File: config.mk
export PLATFORM = sky130hd
export DESIGN_NAME = serial_eeprom
export DESIGN_NICKNAME = d
export VERILOG_FILES = /design/src/hw/eeprom_cmd_pkg.sv /design/src/hw/link_sampler.sv /design/src/hw/prog_engine.sv /design/src/hw/serial_eeprom.sv
export SDC_FILE = /design/constraint.sdc
export NUM_CORES = 1
export LEC_CHECK = 0
export ABC_AREA = 1
export BUFFER_PORTS_ARGS = -buffer_cell sky130_fd_sc_hd__buf_2
export CAP_MARGIN = 20
export CORE_MARGIN = 1.5
export CORE_UTILIZATION = 45
export CTS_BUF_LIST = sky130_fd_sc_hd__clkbuf_2 sky130_fd_sc_hd__clkbuf_4 sky130_fd_sc_hd__clkbuf_8
export DETAILED_ROUTE_END_ITERATION = 8
export GPL_TIMING_DRIVEN = 0
export SKIP_LAST_GASP = 1
export SLEW_MARGIN = 20
export SYNTH_ARGS = -nofsm -noshare
export SYNTH_HDL_FRONTEND = slang
export SYNTH_SLANG_ARGS = --single-unit
File: constraint.sdc
create_clock -name REF_CLK -period 4.61 [get_ports REF_CLK]
set_input_delay 1.383 -clock REF_CLK [delete_from_list [all_inputs] [get_ports REF_CLK]]
set_output_delay 1.383 -clock REF_CLK [all_outputs]
set_load 0.02 [all_outputs]
File: src/hw/eeprom_cmd_pkg.sv
package eeprom_cmd_pkg;

    // ------------------------------------------------------------
    // geometry and instruction framing
    // ------------------------------------------------------------
    localparam int WORD_W      = 16;
    localparam int ADDR_W      = 4;
    localparam int ADDR_FIELD  = 6;
    localparam int HDR_BITS    = 8;
    localparam int DEPTH       = 16;
    localparam int BITCNT_W    = 5;

    localparam logic [1:0] OP_READ   = 2'h2;
    localparam logic [1:0] OP_WRITE  = 2'h1;
    localparam logic [1:0] OP_MISC   = 2'h0;
    localparam logic [1:0] SUB_WEN   = 2'h3;
    localparam logic [1:0] SUB_WDS   = 2'h0;
    localparam logic [1:0] SUB_WRITE_ALL_CMD = 2'h1;

    // ------------------------------------------------------------
    // timing, at 250 MHz
    // ------------------------------------------------------------
    localparam int CLK_PERIOD_PS   = 4000;
    localparam int PROGRAM_TIME_NS = 10000;
    localparam int PROGRAM_CYCLES  = (PROGRAM_TIME_NS * 1000) / CLK_PERIOD_PS;
    localparam int PROG_CNT_W      = 24;

    localparam logic [WORD_W-1:0] MEM_RESET   = 16'hffff;
    localparam logic [ADDR_W-1:0] PROT_RESET  = 4'hf;
    localparam logic              PROT_CLEARED = 1'b1;

    // ------------------------------------------------------------
    // shared carriers
    // ------------------------------------------------------------
    typedef struct packed {
        logic                  wr_en;
        logic                  wr_all;
        logic [ADDR_W-1:0]     addr;
        logic [WORD_W-1:0]     data;
    } prog_req_t;

    typedef struct packed {
        logic cs;
        logic sclk_rise;
        logic sdin;
    } link_in_t;

endpackage

File: src/hw/link_sampler.sv
`timescale 1ns/1ps
module link_sampler (
    // clock and reset
    input  wire logic                     clk,
    input  wire logic                     rst_n,
    // raw pins
    input  wire logic                     cs_pin,
    input  wire logic                     sclk_pin,
    input  wire logic                     sdin_pin,
    // sampled view
    output eeprom_cmd_pkg::link_in_t      link
);

    typedef struct packed {
        logic [2:0] meta;
        logic [2:0] sync;
        logic       sclk_prev;
    } samp_state_t;

    samp_state_t st_r;
    samp_state_t st_nxt;

    always_comb begin
        st_nxt           = st_r;
        st_nxt.meta      = {cs_pin, sclk_pin, sdin_pin};
        st_nxt.sync      = st_r.meta;
        st_nxt.sclk_prev = st_r.sync[1];
    end

    always_ff @(posedge clk or negedge rst_n) begin
        if (!rst_n) begin
            st_r <= '0;
        end else begin
            st_r <= st_nxt;
        end
    end

    // edges are only taken from synchronised samples
    assign link.cs        = st_r.sync[2];
    assign link.sclk_rise = st_r.sync[1] & ~st_r.sclk_prev;
    assign link.sdin      = st_r.sync[0];

endmodule

File: src/hw/prog_engine.sv
`timescale 1ns/1ps
module prog_engine #(
    parameter int PROG_CYCLES = eeprom_cmd_pkg::PROGRAM_CYCLES
) (
    // clock and reset
    input  wire logic                                 clk,
    input  wire logic                                 rst_n,
    // programming request, one-cycle pulse
    input  eeprom_cmd_pkg::prog_req_t                 req,
    // read port
    input  wire logic [eeprom_cmd_pkg::ADDR_W-1:0]    rd_addr,
    output logic      [eeprom_cmd_pkg::WORD_W-1:0]    rd_data,
    // status
    output logic                                      busy
);

    typedef struct packed {
        logic [eeprom_cmd_pkg::PROG_CNT_W-1:0] cnt;
        logic                                  busy;
    } eng_state_t;

    eng_state_t st_r;
    eng_state_t st_nxt;
    logic [eeprom_cmd_pkg::WORD_W-1:0] mem_r [eeprom_cmd_pkg::DEPTH];

    always_comb begin
        st_nxt = st_r;
        if (req.wr_en || req.wr_all) begin
            st_nxt.busy = 1'b1;
            st_nxt.cnt  = eeprom_cmd_pkg::PROG_CNT_W'(PROG_CYCLES - 1);
        end else if (st_r.busy) begin
            if (st_r.cnt == '0) begin
                st_nxt.busy = 1'b0;
            end else begin
                st_nxt.cnt = st_r.cnt - 1'b1;
            end
        end
    end

    always_ff @(posedge clk or negedge rst_n) begin
        if (!rst_n) begin
            st_r <= '0;
        end else begin
            st_r <= st_nxt;
        end
    end

    // the array is written at the start of the cycle; busy only models the wait
    genvar gi;
    generate
        for (gi = 0; gi < eeprom_cmd_pkg::DEPTH; gi++) begin : g_word
            always_ff @(posedge clk or negedge rst_n) begin
                if (!rst_n) begin
                    mem_r[gi] <= eeprom_cmd_pkg::MEM_RESET;
                end else if (req.wr_all ||
                             (req.wr_en && req.addr == eeprom_cmd_pkg::ADDR_W'(gi))) begin
                    mem_r[gi] <= req.data;
                end
            end
        end
    endgenerate

    assign rd_data = mem_r[rd_addr];
    assign busy    = st_r.busy;

endmodule

File: src/hw/serial_eeprom.sv
// Functional notes
// - six address bits follow opcode; read/write use low four bits only.
// - other instructions decode upper address bits with opcode and pins.
// - write and write-all carry sixteen data bits, msb first both ways.
// - select low ends a cycle; programming starts there and shows busy.
// - read loads word, sends one dummy zero, then word msb first.
// - output bits change on serial clock rising edges.
// - select held high keeps reading successive words, address incrementing.
// - address pointer wraps from last location to first.
// - dummy zero only before first word of sequential read.
// - powers up write-disabled; write-enable holds until write-disable.
// - write-enable takes effect at select falling edge.
// - reads execute whether write-enabled or not.
// - write needs enable, unprotected address, program-enable high, protect-select low.
// - select falling after last data bit starts timed programming.
// - select high while programming shows busy low, ready high, no clock needed.
// - write-all programs all words; needs protect cleared, enable, pins.
// - write-disable blocks programming, effective at select falling edge.
// - input sampled on rising clock; all ignored while select low.
// - leading zeros skipped; first one is the start bit.
// - after ready, output releases once a start bit is clocked in.
`timescale 1ns/1ps
module serial_eeprom #(
    parameter int PROG_CYCLES = eeprom_cmd_pkg::PROGRAM_CYCLES
) (
    // clock and reset
    input  wire logic REF_CLK,
    input  wire logic RST_N,
    // serial link pins
    input  wire logic CHIP_SELECT,
    input  wire logic SERIAL_CLOCK,
    input  wire logic SERIAL_IN,
    output logic      SERIAL_OUT,
    output logic      SERIAL_OUT_OE,
    // control pins
    input  wire logic PROGRAM_ENABLE_PIN,
    input  wire logic PROTECT_SELECT_PIN
);

    // ------------------------------------------------------------
    // types
    // ------------------------------------------------------------
    typedef enum logic [5:0] {
        S_IDLE  = 6'h01,
        S_HDR   = 6'h02,
        S_DATA  = 6'h04,
        S_READ  = 6'h08,
        S_DONE  = 6'h10,
        S_STAT  = 6'h20
    } phase_t;

    typedef struct packed {
        phase_t                                phase;
        logic [eeprom_cmd_pkg::BITCNT_W-1:0]   bitcnt;
        logic [eeprom_cmd_pkg::HDR_BITS-1:0]   hdr;
        logic [eeprom_cmd_pkg::WORD_W-1:0]     shreg;
        logic [eeprom_cmd_pkg::ADDR_W-1:0]     ptr;
        logic                                  first;
        logic                                  wr_enabled;
        logic                                  cs_prev;
        logic [1:0]                            pins_meta;
        logic [1:0]                            pins_sync;
        logic                                  do_val;
        logic                                  do_oe;
        logic                                  stat_shown;
    } ctl_state_t;

    // ------------------------------------------------------------
    // sampling and engine
    // ------------------------------------------------------------
    eeprom_cmd_pkg::link_in_t  link;
    eeprom_cmd_pkg::prog_req_t req;
    logic [eeprom_cmd_pkg::WORD_W-1:0] rd_data;
    logic                              busy;
    ctl_state_t                        st_r;
    ctl_state_t                        st_nxt;
    logic                              cs_fall;
    logic                              cs_rise;
    logic                              pe_ok;
    logic [1:0]                        opc;
    logic [1:0]                        sub;

    link_sampler u_samp (
        .clk      (REF_CLK),
        .rst_n    (RST_N),
        .cs_pin   (CHIP_SELECT),
        .sclk_pin (SERIAL_CLOCK),
        .sdin_pin (SERIAL_IN),
        .link     (link)
    );

    prog_engine #(
        .PROG_CYCLES (PROG_CYCLES)
    ) u_eng (
        .clk     (REF_CLK),
        .rst_n   (RST_N),
        .req     (req),
        .rd_addr (st_r.ptr),
        .rd_data (rd_data),
        .busy    (busy)
    );

    assign cs_fall = st_r.cs_prev & ~link.cs;
    assign cs_rise = ~st_r.cs_prev & link.cs;
    // pins_sync[1] = program enable, [0] = protect select
    assign pe_ok   = st_r.pins_sync[1] & ~st_r.pins_sync[0];
    assign opc     = st_r.hdr[7:6];
    assign sub     = st_r.hdr[5:4];

    // ------------------------------------------------------------
    // command sequencer
    // ------------------------------------------------------------
    always_comb begin
        st_nxt           = st_r;
        req              = '0;
        st_nxt.cs_prev   = link.cs;
        st_nxt.pins_meta = {PROGRAM_ENABLE_PIN, PROTECT_SELECT_PIN};
        st_nxt.pins_sync = st_r.pins_meta;
        if (!link.cs) begin
            st_nxt.do_oe      = 1'b0;
            st_nxt.phase      = S_IDLE;
            st_nxt.bitcnt     = '0;
            st_nxt.stat_shown = 1'b0;
            if (cs_fall && st_r.phase == S_DONE) begin
                if (opc == eeprom_cmd_pkg::OP_MISC && !st_r.pins_sync[0]) begin
                    if (sub == eeprom_cmd_pkg::SUB_WEN) begin
                        st_nxt.wr_enabled = 1'b1;
                    end else if (sub == eeprom_cmd_pkg::SUB_WDS) begin
                        st_nxt.wr_enabled = 1'b0;
                    end
                end
                // protect register stays at its cleared value, so no address is protected
                if (st_r.wr_enabled && pe_ok && !busy) begin
                    req.addr = st_r.hdr[eeprom_cmd_pkg::ADDR_W-1:0];
                    req.data = st_r.shreg;
                    if (opc == eeprom_cmd_pkg::OP_WRITE) begin
                        req.wr_en = 1'b1;
                    end else if (opc == eeprom_cmd_pkg::OP_MISC &&
                                 sub == eeprom_cmd_pkg::SUB_WRITE_ALL_CMD &&
                                 eeprom_cmd_pkg::PROT_CLEARED) begin
                        req.wr_all = 1'b1;
                    end
                end
            end
        end else if (cs_rise && busy) begin
            st_nxt.phase      = S_STAT;
            st_nxt.do_oe      = 1'b1;
            st_nxt.do_val     = 1'b0;
            st_nxt.stat_shown = 1'b1;
        end else begin
            if (st_r.stat_shown) begin
                st_nxt.do_val = ~busy;
            end
            case (st_r.phase)
                S_STAT: begin
                    if (!busy) begin
                        st_nxt.phase = S_IDLE;
                    end
                end
                S_IDLE: begin
                    if (link.sclk_rise && link.sdin) begin
                        st_nxt.phase      = S_HDR;
                        st_nxt.bitcnt     = '0;
                        st_nxt.do_oe      = 1'b0;
                        st_nxt.stat_shown = 1'b0;
                    end
                end
                S_HDR: begin
                    if (link.sclk_rise) begin
                        st_nxt.hdr    = {st_r.hdr[eeprom_cmd_pkg::HDR_BITS-2:0], link.sdin};
                        st_nxt.bitcnt = st_r.bitcnt + 1'b1;
                        if (st_r.bitcnt ==
                            eeprom_cmd_pkg::BITCNT_W'(eeprom_cmd_pkg::HDR_BITS - 1)) begin
                            st_nxt.bitcnt = '0;
                            if (st_nxt.hdr[7:6] == eeprom_cmd_pkg::OP_READ) begin
                                st_nxt.ptr   = st_nxt.hdr[eeprom_cmd_pkg::ADDR_W-1:0];
                                st_nxt.phase = S_READ;
                                st_nxt.first = 1'b1;
                                st_nxt.do_oe = 1'b1;
                                st_nxt.do_val = 1'b0;
                            end else if (st_nxt.hdr[7:6] == eeprom_cmd_pkg::OP_WRITE ||
                                         (st_nxt.hdr[7:6] == eeprom_cmd_pkg::OP_MISC &&
                                          st_nxt.hdr[5:4] == eeprom_cmd_pkg::SUB_WRITE_ALL_CMD)) begin
                                st_nxt.phase = S_DATA;
                            end else begin
                                st_nxt.phase = S_DONE;
                            end
                        end
                    end
                end
                S_DATA: begin
                    if (link.sclk_rise) begin
                        st_nxt.shreg  = {st_r.shreg[eeprom_cmd_pkg::WORD_W-2:0], link.sdin};
                        st_nxt.bitcnt = st_r.bitcnt + 1'b1;
                        if (st_r.bitcnt ==
                            eeprom_cmd_pkg::BITCNT_W'(eeprom_cmd_pkg::WORD_W - 1)) begin
                            st_nxt.phase = S_DONE;
                        end
                    end
                end
                S_READ: begin
                    if (link.sclk_rise) begin
                        if (st_r.bitcnt == '0) begin
                            st_nxt.shreg  = {rd_data[eeprom_cmd_pkg::WORD_W-2:0], 1'b0};
                            st_nxt.do_val = rd_data[eeprom_cmd_pkg::WORD_W-1];
                        end else begin
                            st_nxt.shreg  = {st_r.shreg[eeprom_cmd_pkg::WORD_W-2:0], 1'b0};
                            st_nxt.do_val = st_r.shreg[eeprom_cmd_pkg::WORD_W-1];
                        end
                        st_nxt.first = 1'b0;
                        if (st_r.bitcnt ==
                            eeprom_cmd_pkg::BITCNT_W'(eeprom_cmd_pkg::WORD_W - 1)) begin
                            st_nxt.bitcnt = '0;
                            st_nxt.ptr    = st_r.ptr + 1'b1;
                        end else begin
                            st_nxt.bitcnt = st_r.bitcnt + 1'b1;
                        end
                    end
                end
                default: begin
                    st_nxt.phase = st_r.phase;
                end
            endcase
        end
    end

    always_ff @(posedge REF_CLK or negedge RST_N) begin
        if (!RST_N) begin
            st_r       <= '0;
            st_r.phase <= S_IDLE;
        end else begin
            st_r <= st_nxt;
        end
    end

    assign SERIAL_OUT    = st_r.do_val;
    assign SERIAL_OUT_OE = st_r.do_oe;

    // ------------------------------------------------------------
    // checks
    // ------------------------------------------------------------
    property p_idle_when_deselected;
        @(posedge REF_CLK) disable iff (!RST_N)
        !link.cs |=> !SERIAL_OUT_OE;
    endproperty
    a_idle_when_deselected: assert property (p_idle_when_deselected)
        else $error("output driven while deselected");

    property p_dummy_zero;
        @(posedge REF_CLK) disable iff (!RST_N)
        (st_r.phase == S_HDR && st_nxt.phase == S_READ) |=> (SERIAL_OUT_OE && !SERIAL_OUT);
    endproperty
    a_dummy_zero: assert property (p_dummy_zero)
        else $error("read did not start with dummy zero");

    property p_busy_low;
        @(posedge REF_CLK) disable iff (!RST_N)
        (link.cs && !st_r.cs_prev && busy) |=> (SERIAL_OUT_OE && !SERIAL_OUT);
    endproperty
    a_busy_low: assert property (p_busy_low)
        else $error("busy not shown low");

    property p_wrap;
        @(posedge REF_CLK) disable iff (!RST_N)
        (st_r.phase == S_READ && link.cs && link.sclk_rise && st_r.ptr == 4'hf &&
         st_r.bitcnt == 5'h0f) |=> st_r.ptr == 4'h0;
    endproperty
    a_wrap: assert property (p_wrap)
        else $error("pointer did not wrap");

    property p_no_write_disabled;
        @(posedge REF_CLK) disable iff (!RST_N)
        !st_r.wr_enabled |-> !(req.wr_en || req.wr_all);
    endproperty
    a_no_write_disabled: assert property (p_no_write_disabled)
        else $error("write while disabled");

    property p_prog_busy;
        @(posedge REF_CLK) disable iff (!RST_N)
        (req.wr_en || req.wr_all) |=> busy [*2];
    endproperty
    a_prog_busy: assert property (p_prog_busy)
        else $error("programming did not show busy");

    property p_req_at_fall;
        @(posedge REF_CLK) disable iff (!RST_N)
        (req.wr_en || req.wr_all) |-> (cs_fall && pe_ok);
    endproperty
    a_req_at_fall: assert property (p_req_at_fall)
        else $error("programming outside select fall");

    property p_out_changes_on_edge;
        @(posedge REF_CLK) disable iff (!RST_N)
        (st_r.phase == S_READ && link.cs && !link.sclk_rise && !cs_rise) |=> $stable(SERIAL_OUT);
    endproperty
    a_out_changes_on_edge: assert property (p_out_changes_on_edge)
        else $error("read output changed without clock edge");

    // later words start straight with their msb, no second dummy bit
    property p_no_later_dummy;
        @(posedge REF_CLK) disable iff (!RST_N)
        (st_r.phase == S_READ && link.cs && link.sclk_rise && !st_r.first &&
         st_r.bitcnt == '0) |=> (SERIAL_OUT == $past(rd_data[eeprom_cmd_pkg::WORD_W-1]));
    endproperty
    a_no_later_dummy: assert property (p_no_later_dummy)
        else $error("dummy bit repeated before a later word");

endmodule

==> results.tsv <==
metric	value	unit
overall die area	40200	um^2
post-synth design cell area	17500	um^2
initial standard-cell utilization of the core	45.5	%
RSZ-0062 raised after global routing	no	
count of pins on the block boundary	9	
critical path fanouts, max	10	
worst setup skew after layout	0.0229	ns
number of gates given a new drive strength after cts	0	
crit path from	u_eng.busy	
Top delay family on crit path	buffers and inverters	
MaxCap Viol Count	0	
Rows	72	
class of the worst hold path	reg -> reg	
Area growth syn-to-layout	12.4	%
cell chain of the critical path	buf_4, inv_4, nand4_4, buf_4, nor3_4, clkbuf_1, nand2_1, nand2_1	
hold buffers post-CTS	0	
final setup TNS	0	ns
H-Tree Depth	2	
total detailed-routing wirelength	58900	um
count of state elements after synthesis	336	
slowest stage cell, crit path	clkbuf_1	
mean instance size in the synthesized netlist	7.92	um^2
clock insertion delay at the later pin of the skew report	0.66	ns
Tcrit/Tclk final	64.5	%
Residual DRC	0	
delay contributed by the slowest stage of the critical path	0.81	ns
CP startpoint kind	register	
via total after detailed routing	15900	
half-perimeter wire length after placement	42000	um
setup slack at placement	1.68	ns
total number of yosys warnings	0	
total CTS buffers	60	
global-route usage over all layers	29.8	%
sequential-to-total area share from yosys stat	49.8	%
first-pass GRT wire length	92200	um
post-detailed-route count of antenna-violating nets	0	
minimum setup slack among reg-to-reg paths	1.64	ns
number of max-slew violations in the final report	0	
largest net degree at the start of global routing	98	
maximum clock insertion buffer count	3	
TritonCTS clock tree	built	
antenna violations before repair	0	
Iter 0 DRT Violations	1720	
Post-CTS Setup Bufs	0	
total inserted antenna cells	0	
total number of clock tree sinks	336	
Die W	200	um
shortest clock period the worst path allows after layout	2.97	ns
cell leakage power	8.78	nW
required time at the worst-slack endpoint	5.21	ns
standard cell area after detailed placement	18400	um^2
startpoint of the worst hold path	u_samp.st_nxt[1]	
Finished Layout Cells	2854	
DR pass1 iterations	6	
routed wirelength normalized by instance count	20.6	um
type of the worst setup path	reg -> reg	
post-synth net total	2230	
startpoint of the worst-slack reg-to-reg timing path	u_eng.busy	
proportion of layout cells with a drive suffix above 1	22.3	%
number of distinct library cells after synthesis	43	
capture instance of the worst register-to-register path	u_eng.mem_r[232]	
post-layout worst setup margin	1.64	ns
power per cell area	423	nW/um^2
Routability Congestion	0.978	
via-per-instance ratio	5.56	
number of failing setup endpoints in the final timing report	0	
number of hold-slack violations in the final timing report	0	
die extent in y	200	um
# placed instances	2747	
run status	finished clean	
Placeable Area	38600	um^2
synthesized netlist cell count	2214	
remaining max-slew budget at the tightest pin	28.9	%
Max Fclk	336	MHz
cell count of the worst reg-to-reg path	8	
worst voltage drop across the vdd grid	230	uV
total of buffers placed on input and output ports	8	
number of global-route vias before repair	15200	
Tightest Pin Transition	1.06	ns
Critical Path Stages	8	
crit path buf inv count	4	
Worst Path Arrival	3.57	ns
clock-pin slew on the worst setup and hold paths	0.06	ns
Critical path destination	u_eng.mem_r[232]	
type of element capturing the critical path	register	
nets@finish	2307	
post-route cell area	19700	um^2
Clk Tree Root Cell	clkbuf_8	
Remaining Overflow, GRT	0	
==> how the worst min path moves through the flow <==
| stage | to | slack [ns] | cells past startpoint |
|---|---|---|---|
| final | u_samp.link[0] | 0.34 | 0 |
| after detailed placement | u_samp.link[2] | 0.34 | 0 |
| after floorplan | st_r[3] | 0.33 | 0 |
| after CTS | u_samp.link[0] | 0.35 | 0 |
| after global routing | u_samp.link[0] | 0.35 | 0 |
| after global placement | u_samp.link[0] | 0.33 | 0 |
==> state kept, by name, indices dropped and copies added (netlist names), 2 cells and up <==
name	count
st_nxt	2
u_samp.st_nxt	4
u_eng.st_r	24
opc	2
u_eng.mem_r	256
st_r	42
u_samp.link	2
==> cell families after synthesis <==
kind of cell	Yosys count	synth area share, %
DFF	336	49.8
muxes	2	0.121
AOI/OAI and AO/OA	349	11.2
adders and majority gates	9	0.642
and+or+nand+nor	1194	29.9
buffers and inverters	314	7.82
xor gates and xnor gates	10	0.500
==> metrics by stage <==
stage               total power, mW  hold slack, ns  util (%)
global placement               5.23           0.332      47.3
global route                   8.69           0.349      51.1
finish                         8.33           0.341      51.1
detailed placement             5.24           0.336      47.7
CTS                            8.32           0.347      51.1
floorplan                      4.36           0.331         -
==> Yosys cell counts <==
library cell / number / area share [%]
buf_2: 63 / 1.8
nand2_1: 675 / 14
buf_1: 8 / 0.17
nor2_1: 124 / 2.7
o21bai_1: 1 / 0.043
o211ai_1: 81 / 3.5
nor3_2: 10 / 0.57
inv_2: 3 / 0.064
xor2_1: 8 / 0.40
o21ai_0: 204 / 5.8
dfstp_2: 257 / 39
xnor2_1: 2 / 0.10
a22oi_1: 1 / 0.043
nand2_2: 11 / 0.39
clkinv_1: 4 / 0.086
buf_4: 5 / 0.21
a21oi_1: 54 / 1.5
a211oi_1: 1 / 0.043
o31ai_1: 1 / 0.043
nand3b_1: 1 / 0.043
or2_2: 1 / 0.036
nor2_2: 5 / 0.18
dfrtp_1: 79 / 11
nor3_4: 2 / 0.19
mux2_2: 1 / 0.064
buf_6: 12 / 0.77
o22ai_1: 3 / 0.11
o21a_1: 1 / 0.043
inv_4: 2 / 0.071
nor4_4: 1 / 0.12
nor2_4: 1 / 0.064
nand3_1: 304 / 8.7
ha_1: 9 / 0.64
mux2i_1: 1 / 0.057
nand4_4: 1 / 0.12
nand3_2: 6 / 0.34
a31oi_1: 1 / 0.036
inv_1: 164 / 3.5
nor3_1: 19 / 0.54
o221ai_1: 1 / 0.050
clkbuf_1: 53 / 1.1
nand4_1: 22 / 0.79
nand2_4: 11 / 0.71
==> cell type report <==
class                           instances  area (um^2)
Clock buffer                           99         1210
Fill cell                            3859        18900
Inverter                              173          654
Multi-Input combinational cell       1564         7480
Sequential cell                       336         8730
Clock inverter                          8         90.1
Timing Repair Buffer                   15          166
Buffer                                141          717
Tap cell                              518          648
==> worst reg2reg max path, stage by stage, from the launching register on <==
cell	delay (ns)
dfrtp_1	0.35
buf_4	0.18
inv_4	0.13
nand4_4	0.25
buf_4	0.31
nor3_4	0.66
clkbuf_1	0.81
nand2_1	0.13
nand2_1	0.09
==> report_power, final <==
group	switching [mW]	total, mW	internal (mW)
sequential	0.0296	3.03	3.00
clock	1.30	3.06	1.76
combinational	1.67	2.24	0.579
==> cell usage in the layout (no fill, tap or decap), types with 12 or more instances in the layout <==
cell type,instances
nand3_1,304
clkbuf_8,75
inv_1,164
o21ai_0,204
a21oi_1,54
nor3_1,13
nand4_1,22
o211ai_1,81
nor2_1,124
dfstp_2,257
clkbuf_4,24
buf_6,13
dfrtp_1,79
clkbuf_1,53
buf_2,70
nand2_1,675
nor3_2,12
==> per-layer routing <==
metal / vias up / part of all wire (%) / GRT usage, %
met3: 127 / 6.7 / 4.10
met1: 7730 / 45 / 42.9
met5: - / 0 / 0
met2: 587 / 44 / 45.5
met4: 0 / 3.8 / 11.7
li1: 7425 / - / -
No activity file was read; power rests on OpenSTA's default activity.
